$ cat src/pkg/atc_cfg.svh
`ifndef ATC_CFG_SVH
`define ATC_CFG_SVH

// ----------------------------------------
// Serial instruction codes
// ----------------------------------------
`define ATC_OP_MRESET 8'h01
`define ATC_OP_WR_DIV 8'h07
`define ATC_OP_RD_RXW 8'h08
`define ATC_OP_RD_STAT 8'h0a
`define ATC_OP_RD_CFG 8'h0b
`define ATC_OP_RD_DIV 8'h0c
`define ATC_OP_WR_CFG 8'h10
`define ATC_OP_TX_CLR 8'h11
`define ATC_OP_TX_GO 8'h12

// ----------------------------------------
// Frame bit counts (opcode plus data)
// ----------------------------------------
`define ATC_OPC_END 6'h08
`define ATC_DIV_END 6'h10
`define ATC_CFG_END 6'h18

// ----------------------------------------
// Reset values
// ----------------------------------------
`define ATC_CFG_RESET 16'h0000
`define ATC_DIV_RESET 8'h01
`define ATC_STAT_RESET 8'h09

// ----------------------------------------
// Configuration word bit positions
// ----------------------------------------
`define ATC_RX_RATE_SELECT 0
`define ATC_CLOCK_SOURCE_SELECT 1
`define ATC_LABEL_FILTER_ENABLE 2
`define ATC_TX_PARITY_INSERT 3
`define ATC_RX_PARITY_CHECK_ENABLE 4
`define ATC_LOOPBACK_N 5
`define ATC_RX_DECODER_ENABLE 6
`define ATC_MATCH_BIT_TEN 7
`define ATC_MATCH_BIT_NINE 8
`define ATC_TX_PARITY_SENSE 9
`define ATC_TX_RATE_SELECT 10
`define ATC_LABEL_ORDER_SELECT 11
`define ATC_DRIVER_DISABLE 12
`define ATC_AUTO_TRANSMIT_MODE 13
`define ATC_TX_FLAG_SELECT 14
`define ATC_RX_FLAG_SELECT 15

// ----------------------------------------
// FIFO levels and bit rate terminal counts
// ----------------------------------------
`define ATC_FIFO_HALF 6'h10
`define ATC_FIFO_FULL 6'h20
`define ATC_HS_LAST 7'h09
`define ATC_LS_LAST 7'h4f

`endif

$ cat src/pkg/atc_pkg.sv
package atc_pkg;

    // Serial frame decoder states
    typedef enum logic [2:0] {
        ATC_IDLE,
        ATC_OPCODE,
        ATC_WR_CFG,
        ATC_WR_DIV,
        ATC_IGNORE
    } atc_state_type;

    // Register bank state
    typedef struct packed {
        logic one_s1;
        logic one_s2;
        logic zero_s1;
        logic zero_s2;
        logic mr_s1;
        logic mr_s2;
        atc_state_type state;
        logic [5:0] bit_cnt;
        logic [15:0] sh;
        logic [15:0] cfg;
        logic [7:0] div_code;
        logic [3:0] div_cnt;
        logic aclk_en;
        logic [6:0] rx_cnt;
        logic [6:0] tx_cnt;
        logic rx_bit_en;
        logic tx_bit_en;
        logic [7:0] status;
        logic rx_flag;
        logic tx_flag;
        logic tx_go;
        logic tx_enable;
        logic rx_pop;
        logic fifo_clear;
        logic tx_clear;
        logic rx_load;
        logic rx_par_err;
        logic [31:0] rx_wdata;
        logic [31:0] tx_word;
        logic tx_one;
        logic tx_zero;
        logic rx_one;
        logic rx_zero;
        logic ld;
        logic [31:0] ld_word;
    } atc_core_type;

    // Serial shifter state
    typedef struct packed {
        logic sck1;
        logic sck2;
        logic sck3;
        logic cs1;
        logic cs2;
        logic cs3;
        logic si1;
        logic si2;
        logic [31:0] sh;
        logic so;
        logic bit_stb;
        logic bit_val;
        logic fstart;
        logic fend;
    } atc_shift_type;

endpackage

$ cat src/pkg/atc_spi_if.sv
`timescale 1ns/1ps
`default_nettype none

// Bits in from the serial port, words out to it
interface atc_spi_if;
    logic bit_stb;
    logic bit_val;
    logic frame_start;
    logic frame_end;
    logic load;
    logic [31:0] load_word;

    modport shifter (output bit_stb, bit_val, frame_start, frame_end, input load, load_word);
    modport core (input bit_stb, bit_val, frame_start, frame_end, output load, load_word);
endinterface

`default_nettype wire

$ cat src/core/atc_regs.sv
`timescale 1ns/1ps
`default_nettype none
`include "atc_cfg.svh"

module atc_regs
    import atc_pkg::*;
(
    input wire logic clk, // Auxiliary clock, 25 MHz
    input wire logic rst, // Async reset, high
    input wire logic master_reset_pin, // FIFO and flag clear pin
    input wire logic spi_sck, // Serial clock pin
    input wire logic spi_cs_n, // Chip select pin, low
    input wire logic spi_si, // Serial data in pin
    output logic spi_so, // Serial data out
    input wire logic line_one, // Line receiver one level pin
    input wire logic line_zero, // Line receiver zero level pin
    input wire logic tx_dig_one, // Serializer one output
    input wire logic tx_dig_zero, // Serializer zero output
    input wire logic [31:0] rx_word, // Received word, ARINC bit k at k-1
    input wire logic rx_word_valid, // Received word strobe
    input wire logic label_enabled, // Label memory hit for rx_word
    input wire logic [5:0] rx_fifo_count, // Receive FIFO level
    input wire logic [31:0] rx_fifo_head, // Receive FIFO head word
    input wire logic [5:0] tx_fifo_count, // Transmit FIFO level
    input wire logic [31:0] tx_fifo_head, // Transmit FIFO head, host order
    output logic rx_one, // Receiver one input
    output logic rx_zero, // Receiver zero input
    output logic tx_line_one, // Line driver one
    output logic tx_line_zero, // Line driver zero
    output logic rx_fifo_load, // Push strobe
    output logic [31:0] rx_fifo_wdata, // Word to push
    output logic rx_parity_error, // Parity fault on any received word strobe, pushed or not
    output logic rx_fifo_pop, // Pop strobe
    output logic fifo_clear, // Clear both FIFOs
    output logic tx_fifo_clear, // Clear transmit FIFO
    output logic [31:0] tx_word_out, // Word for serializer
    output logic tx_enable, // Serializer may send
    output logic aclk_en, // ARINC clock enable
    output logic rx_bit_en, // Receive rate enable
    output logic tx_bit_en, // Transmit rate enable
    output logic [15:0] config_word, // Configuration word
    output logic [7:0] status_word, // FIFO status word
    output logic rx_fifo_flag_pin, // Receive flag
    output logic tx_fifo_flag_pin // Transmit flag
);

    atc_core_type s;
    atc_core_type n;
    atc_spi_if sif();
    logic div_ok;
    logic [3:0] div_last;
    logic [6:0] rx_last;
    logic [6:0] tx_last;
    logic lab_ok;
    logic dec_ok;
    logic [31:0] tw;

    // Swap label field between ARINC and host order
    function automatic logic [31:0] atc_map(input logic [31:0] w, input logic keep);
        logic [31:0] r;
        r = w;
        for (int i = 0; i < 8; i++)
        begin
            r[i] = keep ? w[i] : w[7 - i];
        end
        return r;
    endfunction

    // ----------------------------------------
    // Serial port shifter
    // ----------------------------------------
    atc_spi_shifter u_shift (
        .clk(clk),
        .rst(rst),
        .spi_sck(spi_sck),
        .spi_cs_n(spi_cs_n),
        .spi_si(spi_si),
        .spi_so(spi_so),
        .sif(sif)
    );

    // ----------------------------------------
    // Next state
    // ----------------------------------------
    always_comb
    begin
        n = s;
        div_ok = 1'b0;
        div_last = s.div_code[3:0] - 4'h1;
        rx_last = s.cfg[`ATC_RX_RATE_SELECT] ? `ATC_LS_LAST : `ATC_HS_LAST;
        tx_last = s.cfg[`ATC_TX_RATE_SELECT] ? `ATC_LS_LAST : `ATC_HS_LAST;
        n.one_s1 = line_one;
        n.one_s2 = s.one_s1;
        n.zero_s1 = line_zero;
        n.zero_s2 = s.zero_s1;
        n.mr_s1 = master_reset_pin;
        n.mr_s2 = s.mr_s1;
        n.ld = 1'b0;
        n.rx_pop = 1'b0;
        n.tx_clear = 1'b0;
        n.fifo_clear = s.mr_s2;

        // Go latch drops once the FIFO drains or is cleared
        if (tx_fifo_count == 6'h00 || s.fifo_clear || s.tx_clear)
        begin
            n.tx_go = 1'b0;
        end

        // Serial frame decode
        if (sif.frame_start)
        begin
            n.state = ATC_OPCODE;
            n.bit_cnt = 6'h00;
        end
        else if (sif.frame_end)
        begin
            n.state = ATC_IDLE;
        end
        else if (sif.bit_stb && s.state != ATC_IDLE)
        begin
            n.sh = {s.sh[14:0], sif.bit_val};
            n.bit_cnt = s.bit_cnt + 6'h01;
            case (s.state)
                ATC_OPCODE:
                begin
                    if (n.bit_cnt == `ATC_OPC_END)
                    begin
                        n.state = ATC_IGNORE;
                        case (n.sh[7:0])
                            `ATC_OP_WR_CFG: n.state = ATC_WR_CFG;
                            `ATC_OP_WR_DIV: n.state = ATC_WR_DIV;
                            `ATC_OP_RD_CFG:
                            begin
                                n.ld = 1'b1;
                                n.ld_word = {s.cfg, 16'h0000};
                            end
                            `ATC_OP_RD_STAT:
                            begin
                                n.ld = 1'b1;
                                n.ld_word = {s.status, 24'h000000};
                            end
                            `ATC_OP_RD_DIV:
                            begin
                                n.ld = 1'b1;
                                n.ld_word = {s.div_code, 24'h000000};
                            end
                            `ATC_OP_RD_RXW:
                            begin
                                n.ld = 1'b1;
                                n.rx_pop = ~s.status[0];
                                n.ld_word = s.status[0] ? 32'h00000000 :
                                    atc_map(rx_fifo_head, s.cfg[`ATC_LABEL_ORDER_SELECT]);
                            end
                            `ATC_OP_MRESET: n.fifo_clear = 1'b1;
                            `ATC_OP_TX_CLR: n.tx_clear = 1'b1;
                            `ATC_OP_TX_GO: n.tx_go = 1'b1;
                            default: n.state = ATC_IGNORE;
                        endcase
                    end
                end
                ATC_WR_CFG:
                begin
                    if (n.bit_cnt == `ATC_CFG_END)
                    begin
                        n.cfg = n.sh;
                        n.state = ATC_IGNORE;
                    end
                end
                ATC_WR_DIV:
                begin
                    if (n.bit_cnt == `ATC_DIV_END)
                    begin
                        n.div_code = n.sh[7:0];
                        n.state = ATC_IGNORE;
                    end
                end
                default: n.state = s.state;
            endcase
        end

        // ARINC clock enable from auxiliary clock
        case (s.div_code[3:0])
            4'h1, 4'h2, 4'h4, 4'h8, 4'ha: div_ok = 1'b1;
            default: div_ok = 1'b0;
        endcase
        if (!s.cfg[`ATC_CLOCK_SOURCE_SELECT])
        begin
            n.aclk_en = 1'b1;
            n.div_cnt = 4'h0;
        end
        else if (!div_ok)
        begin
            n.aclk_en = 1'b0;
            n.div_cnt = 4'h0;
        end
        else if (s.div_cnt >= div_last)
        begin
            n.aclk_en = 1'b1;
            n.div_cnt = 4'h0;
        end
        else
        begin
            n.aclk_en = 1'b0;
            n.div_cnt = s.div_cnt + 4'h1;
        end

        // Bit rate enables
        n.rx_bit_en = 1'b0;
        n.tx_bit_en = 1'b0;
        if (s.aclk_en)
        begin
            if (s.rx_cnt >= rx_last)
            begin
                n.rx_cnt = 7'h00;
                n.rx_bit_en = 1'b1;
            end
            else
            begin
                n.rx_cnt = s.rx_cnt + 7'h01;
            end
            if (s.tx_cnt >= tx_last)
            begin
                n.tx_cnt = 7'h00;
                n.tx_bit_en = 1'b1;
            end
            else
            begin
                n.tx_cnt = s.tx_cnt + 7'h01;
            end
        end

        // FIFO status and flag pins
        n.status = {2'b00,
            tx_fifo_count >= `ATC_FIFO_FULL,
            tx_fifo_count >= `ATC_FIFO_HALF,
            tx_fifo_count == 6'h00,
            rx_fifo_count >= `ATC_FIFO_FULL,
            rx_fifo_count >= `ATC_FIFO_HALF,
            rx_fifo_count == 6'h00};
        n.rx_flag = s.cfg[`ATC_RX_FLAG_SELECT] ? n.status[2] : n.status[0];
        n.tx_flag = s.cfg[`ATC_TX_FLAG_SELECT] ? n.status[5] : n.status[3];

        // Transmit start and word shaping
        n.tx_enable = (tx_fifo_count != 6'h00) &&
            (s.cfg[`ATC_AUTO_TRANSMIT_MODE] || s.tx_go);
        tw = atc_map(tx_fifo_head, s.cfg[`ATC_LABEL_ORDER_SELECT]);
        if (s.cfg[`ATC_TX_PARITY_INSERT])
        begin
            tw[31] = ~(^tw[30:0]) ^ s.cfg[`ATC_TX_PARITY_SENSE];
        end
        n.tx_word = tw;

        // Line driver and self test path
        n.tx_one = s.cfg[`ATC_DRIVER_DISABLE] ? 1'b0 : tx_dig_one;
        n.tx_zero = s.cfg[`ATC_DRIVER_DISABLE] ? 1'b0 : tx_dig_zero;
        n.rx_one = s.cfg[`ATC_LOOPBACK_N] ? s.one_s2 : tx_dig_one;
        n.rx_zero = s.cfg[`ATC_LOOPBACK_N] ? s.zero_s2 : tx_dig_zero;

        // Receive word acceptance
        lab_ok = ~s.cfg[`ATC_LABEL_FILTER_ENABLE] | label_enabled;
        dec_ok = ~s.cfg[`ATC_RX_DECODER_ENABLE] |
            ((rx_word[9] == s.cfg[`ATC_MATCH_BIT_TEN]) &&
            (rx_word[8] == s.cfg[`ATC_MATCH_BIT_NINE]));
        n.rx_load = rx_word_valid & lab_ok & dec_ok;
        n.rx_par_err = rx_word_valid & s.cfg[`ATC_RX_PARITY_CHECK_ENABLE] & ~(^rx_word);
        n.rx_wdata = rx_word;
        if (s.cfg[`ATC_RX_PARITY_CHECK_ENABLE])
        begin
            n.rx_wdata[31] = ~(^rx_word);
        end
    end

    // ----------------------------------------
    // State register
    // ----------------------------------------
    always_ff @(posedge clk or posedge rst)
    begin
        if (rst)
        begin
            s <= '0;
            s.state <= ATC_IDLE;
            s.cfg <= `ATC_CFG_RESET;
            s.div_code <= `ATC_DIV_RESET;
            s.status <= `ATC_STAT_RESET;
            s.rx_flag <= 1'b1;
            s.tx_flag <= 1'b1;
        end
        else
        begin
            s <= n;
        end
    end

    // Outputs straight from state
    assign sif.load = s.ld;
    assign sif.load_word = s.ld_word;
    assign rx_one = s.rx_one;
    assign rx_zero = s.rx_zero;
    assign tx_line_one = s.tx_one;
    assign tx_line_zero = s.tx_zero;
    assign rx_fifo_load = s.rx_load;
    assign rx_fifo_wdata = s.rx_wdata;
    assign rx_parity_error = s.rx_par_err;
    assign rx_fifo_pop = s.rx_pop;
    assign fifo_clear = s.fifo_clear;
    assign tx_fifo_clear = s.tx_clear;
    assign tx_word_out = s.tx_word;
    assign tx_enable = s.tx_enable;
    assign aclk_en = s.aclk_en;
    assign rx_bit_en = s.rx_bit_en;
    assign tx_bit_en = s.tx_bit_en;
    assign config_word = s.cfg;
    assign status_word = s.status;
    assign rx_fifo_flag_pin = s.rx_flag;
    assign tx_fifo_flag_pin = s.tx_flag;
endmodule

`default_nettype wire

$ cat src/core/atc_spi_shifter.sv
`timescale 1ns/1ps
`default_nettype none

module atc_spi_shifter
    import atc_pkg::*;
(
    input wire logic clk, // System clock
    input wire logic rst, // Async reset, high
    input wire logic spi_sck, // Serial clock pin
    input wire logic spi_cs_n, // Chip select pin, low
    input wire logic spi_si, // Serial data in pin
    output logic spi_so, // Serial data out
    atc_spi_if.shifter sif // Bit and word carrier
);

    atc_shift_type s;
    atc_shift_type n;
    logic rise;
    logic fall;

    // ----------------------------------------
    // Pin sync, edge detect, output shift
    // ----------------------------------------
    always_comb
    begin
        n = s;
        n.sck1 = spi_sck;
        n.sck2 = s.sck1;
        n.sck3 = s.sck2;
        n.cs1 = spi_cs_n;
        n.cs2 = s.cs1;
        n.cs3 = s.cs2;
        n.si1 = spi_si;
        n.si2 = s.si1;
        rise = s.sck2 & ~s.sck3 & ~s.cs2;
        fall = ~s.sck2 & s.sck3 & ~s.cs2;
        n.bit_stb = rise;
        n.bit_val = s.si2;
        n.fstart = ~s.cs2 & s.cs3;
        n.fend = s.cs2 & ~s.cs3;
        if (sif.load)
        begin
            n.sh = sif.load_word;
        end
        else if (fall)
        begin
            n.so = s.sh[31]; // MSB first on falling edge
            n.sh = {s.sh[30:0], 1'b0};
        end
        if (s.cs2)
        begin
            n.so = 1'b0;
        end
    end

    // State register
    always_ff @(posedge clk or posedge rst)
    begin
        if (rst)
        begin
            s <= '0;
            s.sck1 <= 1'b0;
            s.cs1 <= 1'b1;
            s.cs2 <= 1'b1;
            s.cs3 <= 1'b1;
        end
        else
        begin
            s <= n;
        end
    end

    assign spi_so = s.so;
    assign sif.bit_stb = s.bit_stb;
    assign sif.bit_val = s.bit_val;
    assign sif.frame_start = s.fstart;
    assign sif.frame_end = s.fend;

endmodule

`default_nettype wire

$ cat config.mk
export PLATFORM = sky130hd
export DESIGN_NAME = atc_regs
export DESIGN_NICKNAME = d
export VERILOG_FILES = /design/src/pkg/atc_pkg.sv /design/src/pkg/atc_spi_if.sv /design/src/core/atc_regs.sv /design/src/core/atc_spi_shifter.sv
export VERILOG_INCLUDE_DIRS = /design/src /design/src/pkg
export SDC_FILE = /design/constraint.sdc
export NUM_CORES = 1
export LEC_CHECK = 0
export BUFFER_PORTS_ARGS = -buffer_cell sky130_fd_sc_hd__clkbuf_2
export CAP_MARGIN = 20
export CORE_AREA = 8 8 162 164
export CTS_BUF_LIST = sky130_fd_sc_hd__clkbuf_4 sky130_fd_sc_hd__clkbuf_8
export CTS_CLUSTER_DIAMETER = 40
export DETAILED_ROUTE_END_ITERATION = 6
export DIE_AREA = 0 0 170 172
export GPL_ROUTABILITY_DRIVEN = 0
export GPL_TIMING_DRIVEN = 1
export PLACE_DENSITY = 0.71
export SYNTH_ARGS = -nofsm -noshare
export SYNTH_HDL_FRONTEND = slang
export SYNTH_SLANG_ARGS = --single-unit
$ cat constraint.sdc
create_clock -name clk -period 6.6 [get_ports clk]
set_input_delay 0.66 -clock clk [delete_from_list [all_inputs] [get_ports clk]]
set_output_delay 0.66 -clock clk [all_outputs]
set_load 0.03 [all_outputs]
==> results_dict.tcl <==
set metrics [dict create \
    drt_iter0_markers 394 \
    dp_hpwl_mm 17.4 \
    r2r_start "s[167]" \
    hold_slack_ns 0.198 \
    grt_max_degree 142 \
    drv_slew 0 \
    post-route-period-util 0.391 \
    grt_pass1_wl_mm 37.5 \
    die_x_um 170 \
    finalHoldViolCount 0 \
    row_count 57 \
    viasPerCell 4.78 \
    insertion_delay_ns 0.54 \
    grt-ovfl-total 0 \
    ant_nets 0 \
    fmax_mhz 388 \
    syn_inst 978 \
    syn_area_per_cell_um2 10.9 \
    synth_edf_count 0 \
    hold_depth 1 \
    htreeDepth 2 \
    track_usage 0.162 \
    drtPass1Iterations 5 \
    synth_top_cell_by_area "dfrtp_1" \
    maxCapViolCount 0 \
    required_ns 7.05 \
    path_class "reg -> reg" \
    worst-slew-pin-transition_ns 1.03 \
    fin_nets 1256 \
    ys_warn_count 0 \
    cts_buffer_depth 3 \
    finalCriticalPeriod_ns 2.58 \
    first_global_vias 7182 \
    worstHoldStart "spi_cs_n" \
    start_kind "register" \
    rsz0062_at_grt "false" \
    antennaDiodeCount 0 \
    ir_worst_vdd_mv 0.137 \
    wl_per_cell_um 16.2 \
    clock-sinks 236 \
    area_growth_pct 15.1 \
    cts-resized-gates 0 \
    setup_viol 0 \
    die-area_um2 29200 \
    cts-root-buf "clkbuf_8" \
    hold_path.class "in -> reg" \
    synthArstFlopShare 1.00 \
    ys.flop_type "dfrtp_1" \
    routed-via-count 7043 \
    clock_skew_ns 0.0156 \
    critPathCaptureType "register" \
    port_buffers 221 \
    syn_area_um2 10700 \
    whs_endpoint "u_shift.n[40]" \
    postCtsSetupRepairBufs 0 \
    cts_tree "yes" \
    yosys-top-cells-area "dfrtp_1 (53%), buf_4 (6.3%), nand2_1 (6.1%)" \
    status "finished clean" \
    power.density_nw_per_um2 263 \
    start_util 0.449 \
    yosysTopAreaCellShare 0.533 \
    power_leakage_nw 5.91 \
    routed_wl_mm 23.9 \
    drive_above_1_share 0.315 \
    drc 0 \
    ioPinCount 224 \
    worstPathArrival_ns 3.03 \
    coreArea_um2 23800 \
    cts_buffers 42 \
    reg2reg_depth 6 \
    setup-tns-final_ns 0 \
    antenna_found_initial 0 \
    critPathMaxFanout 13 \
    synth-seq-cells 236 \
    rrSetupSlack_ns 4.02 \
    fp.dieH_um 172 \
    path_clk_slew_ns 0.06 \
    r2r_end "sif.load_word[28]" \
    hold_buffers 0 \
    synth_cell_types 53 \
    relSlewSlack 0.313 \
    ys_seq_area_frac 0.553 \
]
registers in the layout, summed over array words and instances (netlist names), 3 cells and up:
| register | count |
|---|---|
| rx_fifo_wdata | 32 |
| n | 3 |
| sif.load_word | 32 |
| u_shift.s | 34 |
| s | 54 |
| config_word | 16 |
| tx_word_out | 32 |
| u_shift.n | 6 |
| status_word | 6 |
worst max path at each step:
stage | start | end | slack (ns)
6_report | s[167] | sif.load_word[28] | 4.02
5_1_grt | s[167] | sif.load_word[28] | 3.79
4_1_cts | s[185] | config_word[15] | 3.79
3_5_place_dp | s[185] | config_word[8] | 3.77
3_3_place_gp | s[185] | config_word[11] | 3.81
2_1_floorplan | rst | aclk_en | 2.85
cell type report:
| cell class | count | area (µm²) |
|---|---|---|
| clock buffer | 66 | 808 |
| clock inverter | 9 | 57.6 |
| fill | 2188 | 11500 |
| inverter | 17 | 67.6 |
| multi-input combinational | 594 | 3880 |
| sequential | 236 | 5920 |
| tap | 324 | 405 |
| timing repair buffer | 228 | 1190 |
logic make-up (layout without fill, tap and decap cells):
group / after synthesis / after routing / synth area share
AO/OA/AOI/OAI: 132 / 132 / 0.0701
XOR/XNOR: 82 / 82 / 0.0671
adder cells (fa/ha/maj): 17 / 17 / 0.0199
buffers and inverters: 149 / 320 / 0.0856
flip-flops: 236 / 236 / 0.553
multiplexers: 85 / 85 / 0.0883
other: 1 / 2 / 0.000350
AND/OR/NAND/NOR: 276 / 276 / 0.116
power by group:
part | switching [mW] | internal [mW]
sequential | 0.0394 | 1.48
combinational | 0.210 | 0.139
clock | 0.584 | 0.781
synth_stat cells, types with 3 or more instances:
cell,n
dfrtp_1,228
nand2_1,173
buf_4,90
o21ai_0,86
xnor2_1,65
mux2i_1,43
nor2_1,40
clkbuf_1,34
mux2_2,31
ha_1,17
inv_1,17
xor2_1,17
mux2_4,11
a21oi_1,10
nor2b_1,9
a21o_1,8
dfstp_2,8
nor3_1,8
a22oi_1,7
nand4_1,7
nand2b_1,6
nand3_1,5
a31oi_1,4
o22a_1,4
and3_1,3
buf_1,3
buf_2,3
nand3b_1,3
o22ai_1,3
or2_2,3
layer usage:
layer / track usage / vias up / routed length [µm]
met5: 0 / - / 0
met4: 0.0686 / 0 / 746
met3: 0.0384 / 53 / 1210
met2: 0.275 / 172 / 12000
met1: 0.194 / 3371 / 9870
li1: - / 3447 / -
critical path, stage by stage (launching register included):
cell,delay [ns]
dfrtp_1,0.42
nor4_1,0.52
nand2_1,0.27
nor2_1,0.65
nand2_1,0.24
o22a_1,0.25
o21ai_0,0.14
cell usage in the layout (no fill, tap or decap), types with 6 or more instances in the layout:
| cell | count |
|---|---|
| a21o_1 | 8 |
| a21oi_1 | 10 |
| a22oi_1 | 7 |
| clkbuf_2 | 221 |
| clkbuf_4 | 16 |
| clkbuf_8 | 50 |
| dfrtp_1 | 228 |
| dfstp_2 | 8 |
| ha_1 | 17 |
| inv_1 | 16 |
| mux2_2 | 31 |
| mux2_4 | 11 |
| mux2i_1 | 43 |
| nand2_1 | 173 |
| nand2b_1 | 6 |
| nand4_1 | 7 |
| nor2_1 | 39 |
| nor2b_1 | 9 |
| nor3_1 | 8 |
| o21ai_0 | 86 |
| xnor2_1 | 65 |
| xor2_1 | 17 |
per-stage QoR:
stage | setup WS, ns | utilization | instance area, µm² | std cells | power (mW)
final | 4.02 | 0.517 | 12300 | 1474 | 3.24
after global routing | 3.79 | 0.517 | 12300 | 1474 | 3.38
after CTS | 3.79 | 0.516 | 12300 | 1472 | 3.29
after detailed placement | 3.77 | 0.480 | 11400 | 1397 | 1.90
after global placement | 3.81 | 0.480 | 11400 | 1397 | 1.89
after floorplan | 2.85 | - | 10700 | 979 | 1.82
Note: power is estimated with default switching activity, not from simulation.
